## config.mk

```make
export PLATFORM = sky130hd
export DESIGN_NAME = flash_status_write_enable
export DESIGN_NICKNAME = d
export VERILOG_FILES = /design/src/flash_status_pkg.sv /design/src/flash_status_write_enable.sv
export VERILOG_INCLUDE_DIRS = /design/src
export SDC_FILE = /design/constraint.sdc
export NUM_CORES = 1
export LEC_CHECK = 0
export BUFFER_PORTS_ARGS = -buffer_cell sky130_fd_sc_hd__buf_2
export CORE_UTILIZATION = 40
export CTS_BUF_LIST = sky130_fd_sc_hd__clkbuf_8
export CTS_CLUSTER_SIZE = 40
export DETAILED_ROUTE_END_ITERATION = 10
export GPL_TIMING_DRIVEN = 0
export PLACE_DENSITY_LB_ADDON = 0.25
export SLEW_MARGIN = 20
export SYNTH_ARGS = -nofsm -noshare
export SYNTH_HDL_FRONTEND = slang
export SYNTH_SLANG_ARGS = --single-unit
```

## constraint.sdc

```tcl
create_clock -name sys_clk -period 5 [get_ports sys_clk]
set_input_delay 0.25 -clock sys_clk [delete_from_list [all_inputs] [get_ports sys_clk]]
set_output_delay 0.25 -clock sys_clk [all_outputs]
set_load 0.02 [all_outputs]
```

## src/flash_status_regs.svh

```systemverilog
/*
 * Status register layout, instruction codes and frame lengths of the
 * status and write-enable block.
 * Assumes it is included by bare name at file level, ahead of the module.
 */
`ifndef FLASH_STATUS_REGS_SVH
`define FLASH_STATUS_REGS_SVH

// Status register bit positions
`define SR_LOCK_BIT 3'd7
`define SR_FOUR_LINE_BIT 3'd6
`define SR_BP_MSB 3'd5
`define SR_BP_LSB 3'd2
`define SR_WEL_BIT 3'd1
`define SR_BUSY_BIT 3'd0
`define SR_RESET_VAL 8'h00
`define SR_NV_RESET_VAL 6'h00

// Instruction codes
`define OPC_STATUS_WRITE 8'h01
`define OPC_PAGE_PROG 8'h02
`define OPC_PAGE_PROG_4A 8'h32
`define OPC_PAGE_PROG_4B 8'h38
`define OPC_SECTOR_ERASE_A 8'hD7
`define OPC_SECTOR_ERASE_B 8'h20
`define OPC_HALF_BLOCK_ERASE 8'h52
`define OPC_BLOCK_ERASE 8'hD8
`define OPC_ARRAY_ERASE_A 8'hC7
`define OPC_ARRAY_ERASE_B 8'h60
`define OPC_FUNC_WRITE 8'h42
`define OPC_INFO_ERASE 8'h64
`define OPC_INFO_PROG 8'h62
`define OPC_SLEEP_ENTER 8'hB9
`define OPC_SLEEP_EXIT 8'hAB
`define OPC_SUSPEND 8'h75
`define OPC_RESUME 8'h7A

// Frame lengths in serial clock edges
`define LEN_OPCODE 6'd8
`define LEN_REG_WRITE 6'd16
`define LEN_ADDR 6'd32
`define LEN_PROG_MIN 6'd40
`define LEN_SAT 6'd63

`endif

```

## src/flash_status_pkg.sv

```systemverilog
/*
 * Types shared by the status and write-enable block.
 * Assumes nothing beyond a SystemVerilog compiler.
 */
package flash_status_pkg;

    // Serial frame phase, one-hot
    typedef enum logic [4:0] {
        PH_IDLE = 5'b00001,
        PH_OPCODE = 5'b00010,
        PH_BODY = 5'b00100,
        PH_STATUS_OUT = 5'b01000,
        PH_IGNORE = 5'b10000
    } phase_type;

    // Operation handed to the array engine or volatile registers
    typedef enum logic [3:0] {
        OPK_NONE = 4'h0,
        OPK_PROG = 4'h1,
        OPK_PROG4 = 4'h2,
        OPK_ERASE_SECTOR = 4'h3,
        OPK_ERASE_HALF = 4'h4,
        OPK_ERASE_BLOCK = 4'h5,
        OPK_ERASE_ALL = 4'h6,
        OPK_STATUS_WR = 4'h7,
        OPK_FUNC_WR = 4'h8,
        OPK_INFO_ERASE = 4'h9,
        OPK_INFO_PROG = 4'hA,
        OPK_VOL_READ = 4'hB,
        OPK_VOL_EXT = 4'hC
    } op_kind_type;

    typedef struct packed {
        op_kind_type kind;
        logic [23:0] addr;
        logic [7:0] data;
    } cmd_req_type;

    typedef struct packed {
        phase_type phase;
        logic sck;
        logic cs_n;
        logic [5:0] cnt;
        logic [31:0] shreg;
        logic [7:0] opcode;
        logic [5:0] nv;
        logic [5:0] pend;
        logic write_enable_latch;
        logic busy;
        logic dpd;
        logic rst_armed;
        logic so;
        logic so_drive;
        logic op_start;
        logic vol_wr;
        logic suspend;
        logic resume;
        logic abort;
        cmd_req_type req;
    } state_type;

endpackage : flash_status_pkg

```

## src/flash_status_write_enable.sv

```systemverilog
/*
 * Status register and write-enable gating of a serial flash device.
 * Decodes single-line serial frames sampled on sys_clk, keeps the status
 * byte, and hands accepted program, erase and register writes to an
 * array engine that answers with op_done.
 * Assumes sck, cs_n, si and wp_n are synchronous to sys_clk and sck is
 * slower than sys_clk / 2; area_protected is a combinational decode of
 * op_req.addr and block_protect made outside.
 */
`include "flash_status_regs.svh"

// What this block does
// - Eight-bit status byte, documented layout, reset zero
// - Busy flag read-only, set during writes
// - While busy, ignore all but reads, resets, suspend
// - Suspend accepted while program or erase busy
// - Completion clears busy, commands accepted again
// - Write-enable instruction sets the latch
// - Latch low blocks program, erase, register writes
// - Volatile register sets need no latch
// - Write-disable instruction clears the latch
// - Latch clears when a write completes
// - Status write data never alters the latch
// - Status write stores bits seven to two
// - Status read returns live status byte
// - Opcode 02h is latch-gated page program
// - Opcodes 32h, 38h four-line program, gated
// - Sector, block, chip erases gated on latch
// - Register writes, info row ops gated
// - B9h enters, ABh leaves deep power-down
// - Bit six enables four-line data functions
// - Block-protect bits select protected blocks
// - Bit seven write-protects the status byte
// - Lock bit plus low protect pin, four-line off, ignores status writes
// - Four-line enable turns protect, hold into data
// - Refuse program, erase to protected area
module flash_status_write_enable
    import flash_status_pkg::*;
#(
    parameter bit LARGE_DENSITY = 1'b1,
    parameter logic [7:0] OPC_WRITE_ENABLE = 8'h06,
    parameter logic [7:0] OPC_WRITE_DISABLE = 8'h04,
    parameter logic [7:0] OPC_STATUS_READ = 8'h05,
    parameter logic [7:0] OPC_FUNC_READ = 8'h48,
    parameter logic [7:0] OPC_EXT_READ = 8'h81,
    parameter logic [7:0] OPC_VOL_READ_SET = 8'hC0,
    parameter logic [7:0] OPC_VOL_EXT_SET = 8'h83,
    parameter logic [7:0] OPC_RESET_ENABLE = 8'h66,
    parameter logic [7:0] OPC_RESET = 8'h99
) (
    // Clock and reset
    input wire logic sys_clk,
    input wire logic resetn,
    // Serial pins
    input wire logic sck,
    input wire logic cs_n,
    input wire logic si,
    input wire logic wp_n,
    output logic so,
    output logic so_oe_n,
    // Pin roles
    output logic wp_pin_is_data,
    output logic hold_pin_is_data,
    // Array engine side
    output cmd_req_type op_req,
    output logic op_start,
    input wire logic op_done,
    input wire logic area_protected,
    output logic vol_wr,
    output logic suspend_req,
    output logic resume_req,
    output logic abort_req,
    // Status view
    output logic [7:0] status_q,
    output logic [3:0] block_protect,
    output logic deep_power_down
);

    state_type st_q;
    state_type st_d;
    logic sck_rise;
    logic sck_fall;
    logic cs_rise;
    logic [7:0] status_byte;
    logic [7:0] new_op;
    logic hw_locked;

    // Status byte assembled from its parts
    assign status_byte = {st_q.nv, st_q.write_enable_latch, st_q.busy};
    assign sck_rise = sck && !st_q.sck;
    assign sck_fall = !sck && st_q.sck;
    assign cs_rise = cs_n && !st_q.cs_n;
    assign new_op = {st_q.shreg[6:0], si};
    // Hardware lock only while the protect pin still has that role
    assign hw_locked = st_q.nv[5] && !wp_n && !st_q.nv[4];

    // Next state
    always_comb begin
        logic allowed_busy;
        op_kind_type kind;
        logic len_ok;
        logic refuse;
        allowed_busy = 1'b0;
        kind = OPK_NONE;
        len_ok = 1'b0;
        refuse = 1'b0;
        st_d = st_q;
        st_d.sck = sck;
        st_d.cs_n = cs_n;
        st_d.op_start = 1'b0;
        st_d.vol_wr = 1'b0;
        st_d.suspend = 1'b0;
        st_d.resume = 1'b0;
        st_d.abort = 1'b0;
        // Completion ends busy whatever the outcome
        if (op_done && st_q.busy) begin
            st_d.busy = 1'b0;
            st_d.write_enable_latch = 1'b0;
            if (st_q.req.kind == OPK_STATUS_WR) begin
                st_d.nv = st_q.pend;
            end
        end
        if (cs_n) begin
            st_d.phase = PH_IDLE;
            st_d.cnt = 6'h00;
            st_d.so_drive = 1'b0;
            if (cs_rise && st_q.phase == PH_BODY) begin
                st_d.rst_armed = 1'b0;
                case (st_q.opcode)
                    `OPC_PAGE_PROG: kind = OPK_PROG;
                    `OPC_PAGE_PROG_4A, `OPC_PAGE_PROG_4B: kind = OPK_PROG4;
                    `OPC_SECTOR_ERASE_A, `OPC_SECTOR_ERASE_B:
                        kind = OPK_ERASE_SECTOR;
                    `OPC_HALF_BLOCK_ERASE: kind = OPK_ERASE_HALF;
                    `OPC_BLOCK_ERASE: begin
                        // Small densities treat this code as a 32KB erase
                        kind = LARGE_DENSITY ? OPK_ERASE_BLOCK
                                             : OPK_ERASE_HALF;
                    end
                    `OPC_ARRAY_ERASE_A, `OPC_ARRAY_ERASE_B:
                        kind = OPK_ERASE_ALL;
                    `OPC_STATUS_WRITE: kind = OPK_STATUS_WR;
                    `OPC_FUNC_WRITE: kind = OPK_FUNC_WR;
                    `OPC_INFO_ERASE: kind = OPK_INFO_ERASE;
                    `OPC_INFO_PROG: kind = OPK_INFO_PROG;
                    default: kind = OPK_NONE;
                endcase
                // Frame must end on a whole field
                case (kind)
                    OPK_PROG, OPK_PROG4, OPK_INFO_PROG:
                        len_ok = st_q.cnt >= `LEN_PROG_MIN
                                 && st_q.cnt[2:0] == 3'h0;
                    OPK_ERASE_SECTOR, OPK_ERASE_HALF, OPK_ERASE_BLOCK,
                    OPK_INFO_ERASE:
                        len_ok = st_q.cnt == `LEN_ADDR;
                    OPK_ERASE_ALL: len_ok = st_q.cnt == `LEN_OPCODE;
                    OPK_STATUS_WR, OPK_FUNC_WR:
                        len_ok = st_q.cnt == `LEN_REG_WRITE;
                    default: len_ok = 1'b0;
                endcase
                // Protection checks
                case (kind)
                    OPK_PROG, OPK_PROG4, OPK_ERASE_SECTOR, OPK_ERASE_HALF,
                    OPK_ERASE_BLOCK: refuse = area_protected;
                    OPK_ERASE_ALL:
                        refuse = area_protected
                                 || st_q.nv[3:0] != 4'h0;
                    OPK_STATUS_WR: refuse = hw_locked;
                    default: refuse = 1'b0;
                endcase
                if (kind != OPK_NONE) begin
                    // Without the latch no operation starts and busy stays low
                    if (len_ok && st_q.write_enable_latch && !st_q.busy && !refuse) begin
                        st_d.busy = 1'b1;
                        st_d.op_start = 1'b1;
                        st_d.req.kind = kind;
                        st_d.req.data = st_q.shreg[7:0];
                        if (st_q.cnt == `LEN_ADDR) begin
                            st_d.req.addr = st_q.shreg[23:0];
                        end
                        if (kind == OPK_STATUS_WR) begin
                            // Latch bit of the written byte is dropped
                            st_d.pend = st_q.shreg[7:2];
                        end
                    end
                end else if (st_q.opcode == OPC_WRITE_ENABLE) begin
                    if (st_q.cnt == `LEN_OPCODE) begin
                        st_d.write_enable_latch = 1'b1;
                    end
                end else if (st_q.opcode == OPC_WRITE_DISABLE) begin
                    if (st_q.cnt == `LEN_OPCODE) begin
                        st_d.write_enable_latch = 1'b0;
                    end
                end else if (st_q.opcode == `OPC_SLEEP_ENTER) begin
                    st_d.dpd = st_q.cnt == `LEN_OPCODE;
                end else if (st_q.opcode == `OPC_SLEEP_EXIT) begin
                    st_d.dpd = 1'b0;
                end else if (st_q.opcode == `OPC_SUSPEND) begin
                    st_d.suspend = st_q.busy;
                end else if (st_q.opcode == `OPC_RESUME) begin
                    st_d.resume = !st_q.busy;
                end else if (st_q.opcode == OPC_RESET_ENABLE) begin
                    st_d.rst_armed = 1'b1;
                end else if (st_q.opcode == OPC_RESET) begin
                    if (st_q.rst_armed) begin
                        st_d.abort = 1'b1;
                        st_d.busy = 1'b0;
                        st_d.write_enable_latch = 1'b0;
                    end
                end else if (st_q.opcode == OPC_VOL_READ_SET
                             || st_q.opcode == OPC_VOL_EXT_SET) begin
                    // Volatile settings skip the latch entirely
                    if (st_q.cnt == `LEN_REG_WRITE && !st_q.busy) begin
                        st_d.vol_wr = 1'b1;
                        st_d.req.data = st_q.shreg[7:0];
                        st_d.req.kind = st_q.opcode == OPC_VOL_READ_SET
                                        ? OPK_VOL_READ : OPK_VOL_EXT;
                    end
                end
            end
        end else begin
            if (st_q.phase == PH_IDLE) begin
                st_d.phase = PH_OPCODE;
            end
            if (sck_rise && st_q.phase != PH_IGNORE) begin
                st_d.shreg = {st_q.shreg[30:0], si};
                if (st_q.cnt != `LEN_SAT) begin
                    st_d.cnt = st_q.cnt + 6'h01;
                end
                if (st_q.cnt == `LEN_ADDR - 6'h01
                    && st_q.phase == PH_BODY && !st_q.busy) begin
                    st_d.req.addr = {st_q.shreg[22:0], si};
                end
                // Opcode complete: decide what the frame may do
                if (st_q.cnt == `LEN_OPCODE - 6'h01) begin
                    st_d.opcode = new_op;
                    allowed_busy = new_op == OPC_STATUS_READ
                        || new_op == OPC_FUNC_READ
                        || new_op == OPC_EXT_READ
                        || new_op == OPC_RESET_ENABLE
                        || new_op == OPC_RESET
                        || new_op == `OPC_SUSPEND;
                    if (st_q.dpd && new_op != `OPC_SLEEP_EXIT) begin
                        st_d.phase = PH_IGNORE;
                    end else if (st_q.busy && !allowed_busy) begin
                        st_d.phase = PH_IGNORE;
                    end else if (new_op == OPC_STATUS_READ) begin
                        st_d.phase = PH_STATUS_OUT;
                    end else begin
                        st_d.phase = PH_BODY;
                    end
                end
            end
            // Live status, so busy polling sees completion mid-frame
            if (sck_fall && st_q.phase == PH_STATUS_OUT) begin
                st_d.so = status_byte[3'd7 - st_q.cnt[2:0]];
                st_d.so_drive = 1'b1;
            end
        end
    end

    // State register
    always_ff @(posedge sys_clk or negedge resetn) begin
        if (!resetn) begin
            st_q <= '0;
            st_q.phase <= PH_IDLE;
            st_q.sck <= 1'b0;
            st_q.cs_n <= 1'b1;
            st_q.nv <= `SR_NV_RESET_VAL;
        end else begin
            st_q <= st_d;
        end
    end

    // Outputs straight from the state register
    assign so = st_q.so;
    assign so_oe_n = !st_q.so_drive;
    assign status_q = status_byte;
    assign block_protect = st_q.nv[3:0];
    assign deep_power_down = st_q.dpd;
    assign wp_pin_is_data = st_q.nv[4];
    assign hold_pin_is_data = st_q.nv[4];
    assign op_req = st_q.req;
    assign op_start = st_q.op_start;
    assign vol_wr = st_q.vol_wr;
    assign suspend_req = st_q.suspend;
    assign resume_req = st_q.resume;
    assign abort_req = st_q.abort;
endmodule : flash_status_write_enable

```

==> impl_results.md <==
* Root Buffer: clkbuf_8
* Routed WL at 13.11 mm
* Routed wire per std cell at 15.70 um
* Seq pwr share at 0.583
* Routed Antenna Nets at 0
* Max Slew Vio Count at 0
* Die height at 120.6 um
* Slew @ Worst Pin at 711.2 ps
* First-pass GRT wire length at 22.26 mm
* Register area share after synthesis at 0.4632
* Synth Instances at 575
* Worst clock skew at 11.98 ps
* Final setup viols at 0
* Combinational power share at 0.091
* Design Power at 1.570 mW
* Startpoint Class: register
* # diodes at 0
* Utilization after layout at 0.4765
* Dpl cells at 817
* Max-slew headroom at 0.5241
* Vias in the first global route at 4359
* Dpl hpwl at 9.587 mm
* Layout cells sized above 1 at 0.2929
* Critical Path Fanout Max at 10
* # Max-Cap Violations at 0
* I/O Buffers at 65
* Row cnt at 42
* Post-synth top area cell: dfrtp_1
* Synth top area share at 0.4538
* Unrepaired setup endpoints after global routing: false
* Filler cell count at 1315
* Commonest cells post-synth: dfrtp_1, nand2_1, o21ai_0
* Placement-stage cell area at 6203 um2
* Cell Chain, Critical Path: nor2b_1 > o2bb2ai_1 > a22oi_1 > o31a_1 > a221oi_2 > a41o_1 > buf_4 > buf_6 > mux2_1
* Die Wd at 120.6 um
* Final hold violation count at 0
* Min-delay worst type: in -> reg
* Multi-input gate area at 2359 um2
* Clk sink count at 104
* Htree depth at 3
* Critical path required time at 5280 ps
* WHS at 19.95 ps
* Yosys warning total at 0
* Ports at 66
* GR Overflow Total at 0
* CP endpoint kind: register
* Pin count of the biggest net entering global routing at 72
* Crit path DAT at 3330 ps
* Net switching power at 0.4429 mW
* Final worst slack at 1946 ps
* Top_reg_cell synth: dfrtp_1
* Count leader, synth: dfrtp_1
* Latest clock arrival within the worst-skew pair at 390 ps
* Switching portion of total power at 0.2822
* Leakage at 3.211 nW
* P_int at 1.127 mW
* CP Class: reg -> reg
* Clock Path Buffers at 2
* FF+latch count, synth at 104
* Placement Setup Slack at 1999 ps
* Fin area at 6410 um2
* Tot GR Track Use at 0.1964
* Post-synth ARST share at 1.000
* Max IR drop VDD at 0.0002202 V
* Full die area at 14540 um2
* TritonRoute pass-1 iters at 4
* CP max stage delay at 520 ps
* Via-to-Cell Ratio at 5.244
* Initial antenna violation count at 0
* Status: completed
* Net Count, Synth at 585
* Synth area leaders: dfrtp_1, mux2_2, buf_4
* Fmax at 0.3275 GHz
* Minimum clock period at 3054 ps
* Clk slew on worst S/H paths at 100 ps
* DRC errors left at 0
* Layout area overhead at 13.97%
* Post_cts resized at 0
* PD cells at 244.9 nW/um2
* Cell Count, Final, Fillers Out at 835
* Core area at 13450 um2
* Via count at 4379
* Final nets at 664
* Total CTS buffers at 9
* Mapped cell area at 5624 um2
* Period utilization at 0.6107
* EDFF count, synth at 0
* Global placer's final weighted congestion at 0.8761
* Post-Syn Area per Cell at 9.781 um2
* R2R Setup Slk at 1950 ps
* Clock share of power at 0.326
* Setup TNS at 0 ps
* Drt first-iter violations at 228
* FF/Latch Area at 2605 um2
* Worst path slowest cell: nor2b_1
* Initial Util at 0.4181
* Synth cell types at 59
* CTS tree: built
-- layout make-up --
cell class	instances	area share
buffer	85	0.08374
inverter	33	0.01932
tap	176	0.03435
timing repair buffer	68	0.05915
clock inverter	6	0.007613
clock buffer	10	0.02147
multi-input combinational	353	0.3679
sequential	104	0.4064
-- worst max-delay path, delay by kind of cell (launching register included) --
family	cells	cell delay, ps
AO/OA/AOI/OAI	5	1280
buffers and inverters	2	340
flip-flops	1	470
multiplexers	1	330
AND/OR/NAND/NOR	1	520
-- layer usage --
metal / track usage / routed length, um
met1: 0.2701 / 6180
met4: 0.06173 / 218
met3: 0.04245 / 507
met2: 0.3089 / 6200
met5: 0 / 0
-- cells in the final DEF (no fill, tap or decap), types with 5 or more instances in the layout --
| cell | count |
|---|---|
| a21oi_1 | 7 |
| and3_1 | 5 |
| buf_2 | 73 |
| buf_4 | 51 |
| clkbuf_1 | 23 |
| clkbuf_8 | 10 |
| dfrtp_1 | 102 |
| inv_1 | 33 |
| mux2_1 | 20 |
| mux2_2 | 36 |
| nand2_1 | 71 |
| nand3_1 | 8 |
| nand3b_1 | 7 |
| nand4_1 | 10 |
| nand4b_1 | 5 |
| nor2_1 | 30 |
| nor2b_1 | 10 |
| nor3_1 | 7 |
| o21ai_0 | 59 |
| xor2_1 | 6 |
-- state kept, by name (all words and copies together) (netlist names), 3 cells and up --
name,flops
new_op,7
block_protect,4
status_q,3
st_q,46
op_req,36
-- power groups by stage --
stage | clock (mW) | combinational, mW | sequential [mW]
global route | 0.562 | 0.165 | 0.920
finish | 0.512 | 0.143 | 0.915
floorplan | 0 | 0.0875 | 0.920
detailed placement | 0 | 0.143 | 0.931
global placement | 0 | 0.136 | 0.928
CTS | 0.530 | 0.145 | 0.915
-- repair_timing --
action	in CTS	in global routing
buffers inserted	0	0
hold buffers	2	0
hold endpoints to repair	33	0
-- final timing paths --
check / from / endpoint / depth (start not counted)
worst max-delay path: st_q[60] / op_req[10] / 9
worst min-delay path: cs_n / st_q[105] / 1
worst max register to register: st_q[60] / op_req[10] / 9
worst min register to register: so / so / 2
max in group asynchronous: resetn / st_q[105] / 3
min in group asynchronous: resetn / op_req[35] / 2
-- kinds of logic (layout without fill, tap and decap cells) --
family / count (synthesis) / in the layout / share of synthesized area
compound gates: 95 / 95 / 0.1012
xor+xnor: 8 / 8 / 0.01246
fa+ha+maj: 2 / 2 / 0.004449
buf+inv: 118 / 202 / 0.1175
flops: 104 / 104 / 0.4632
mux: 60 / 60 / 0.1237
simple gates: 188 / 188 / 0.1775
Power figures use the tool's default switching activity.
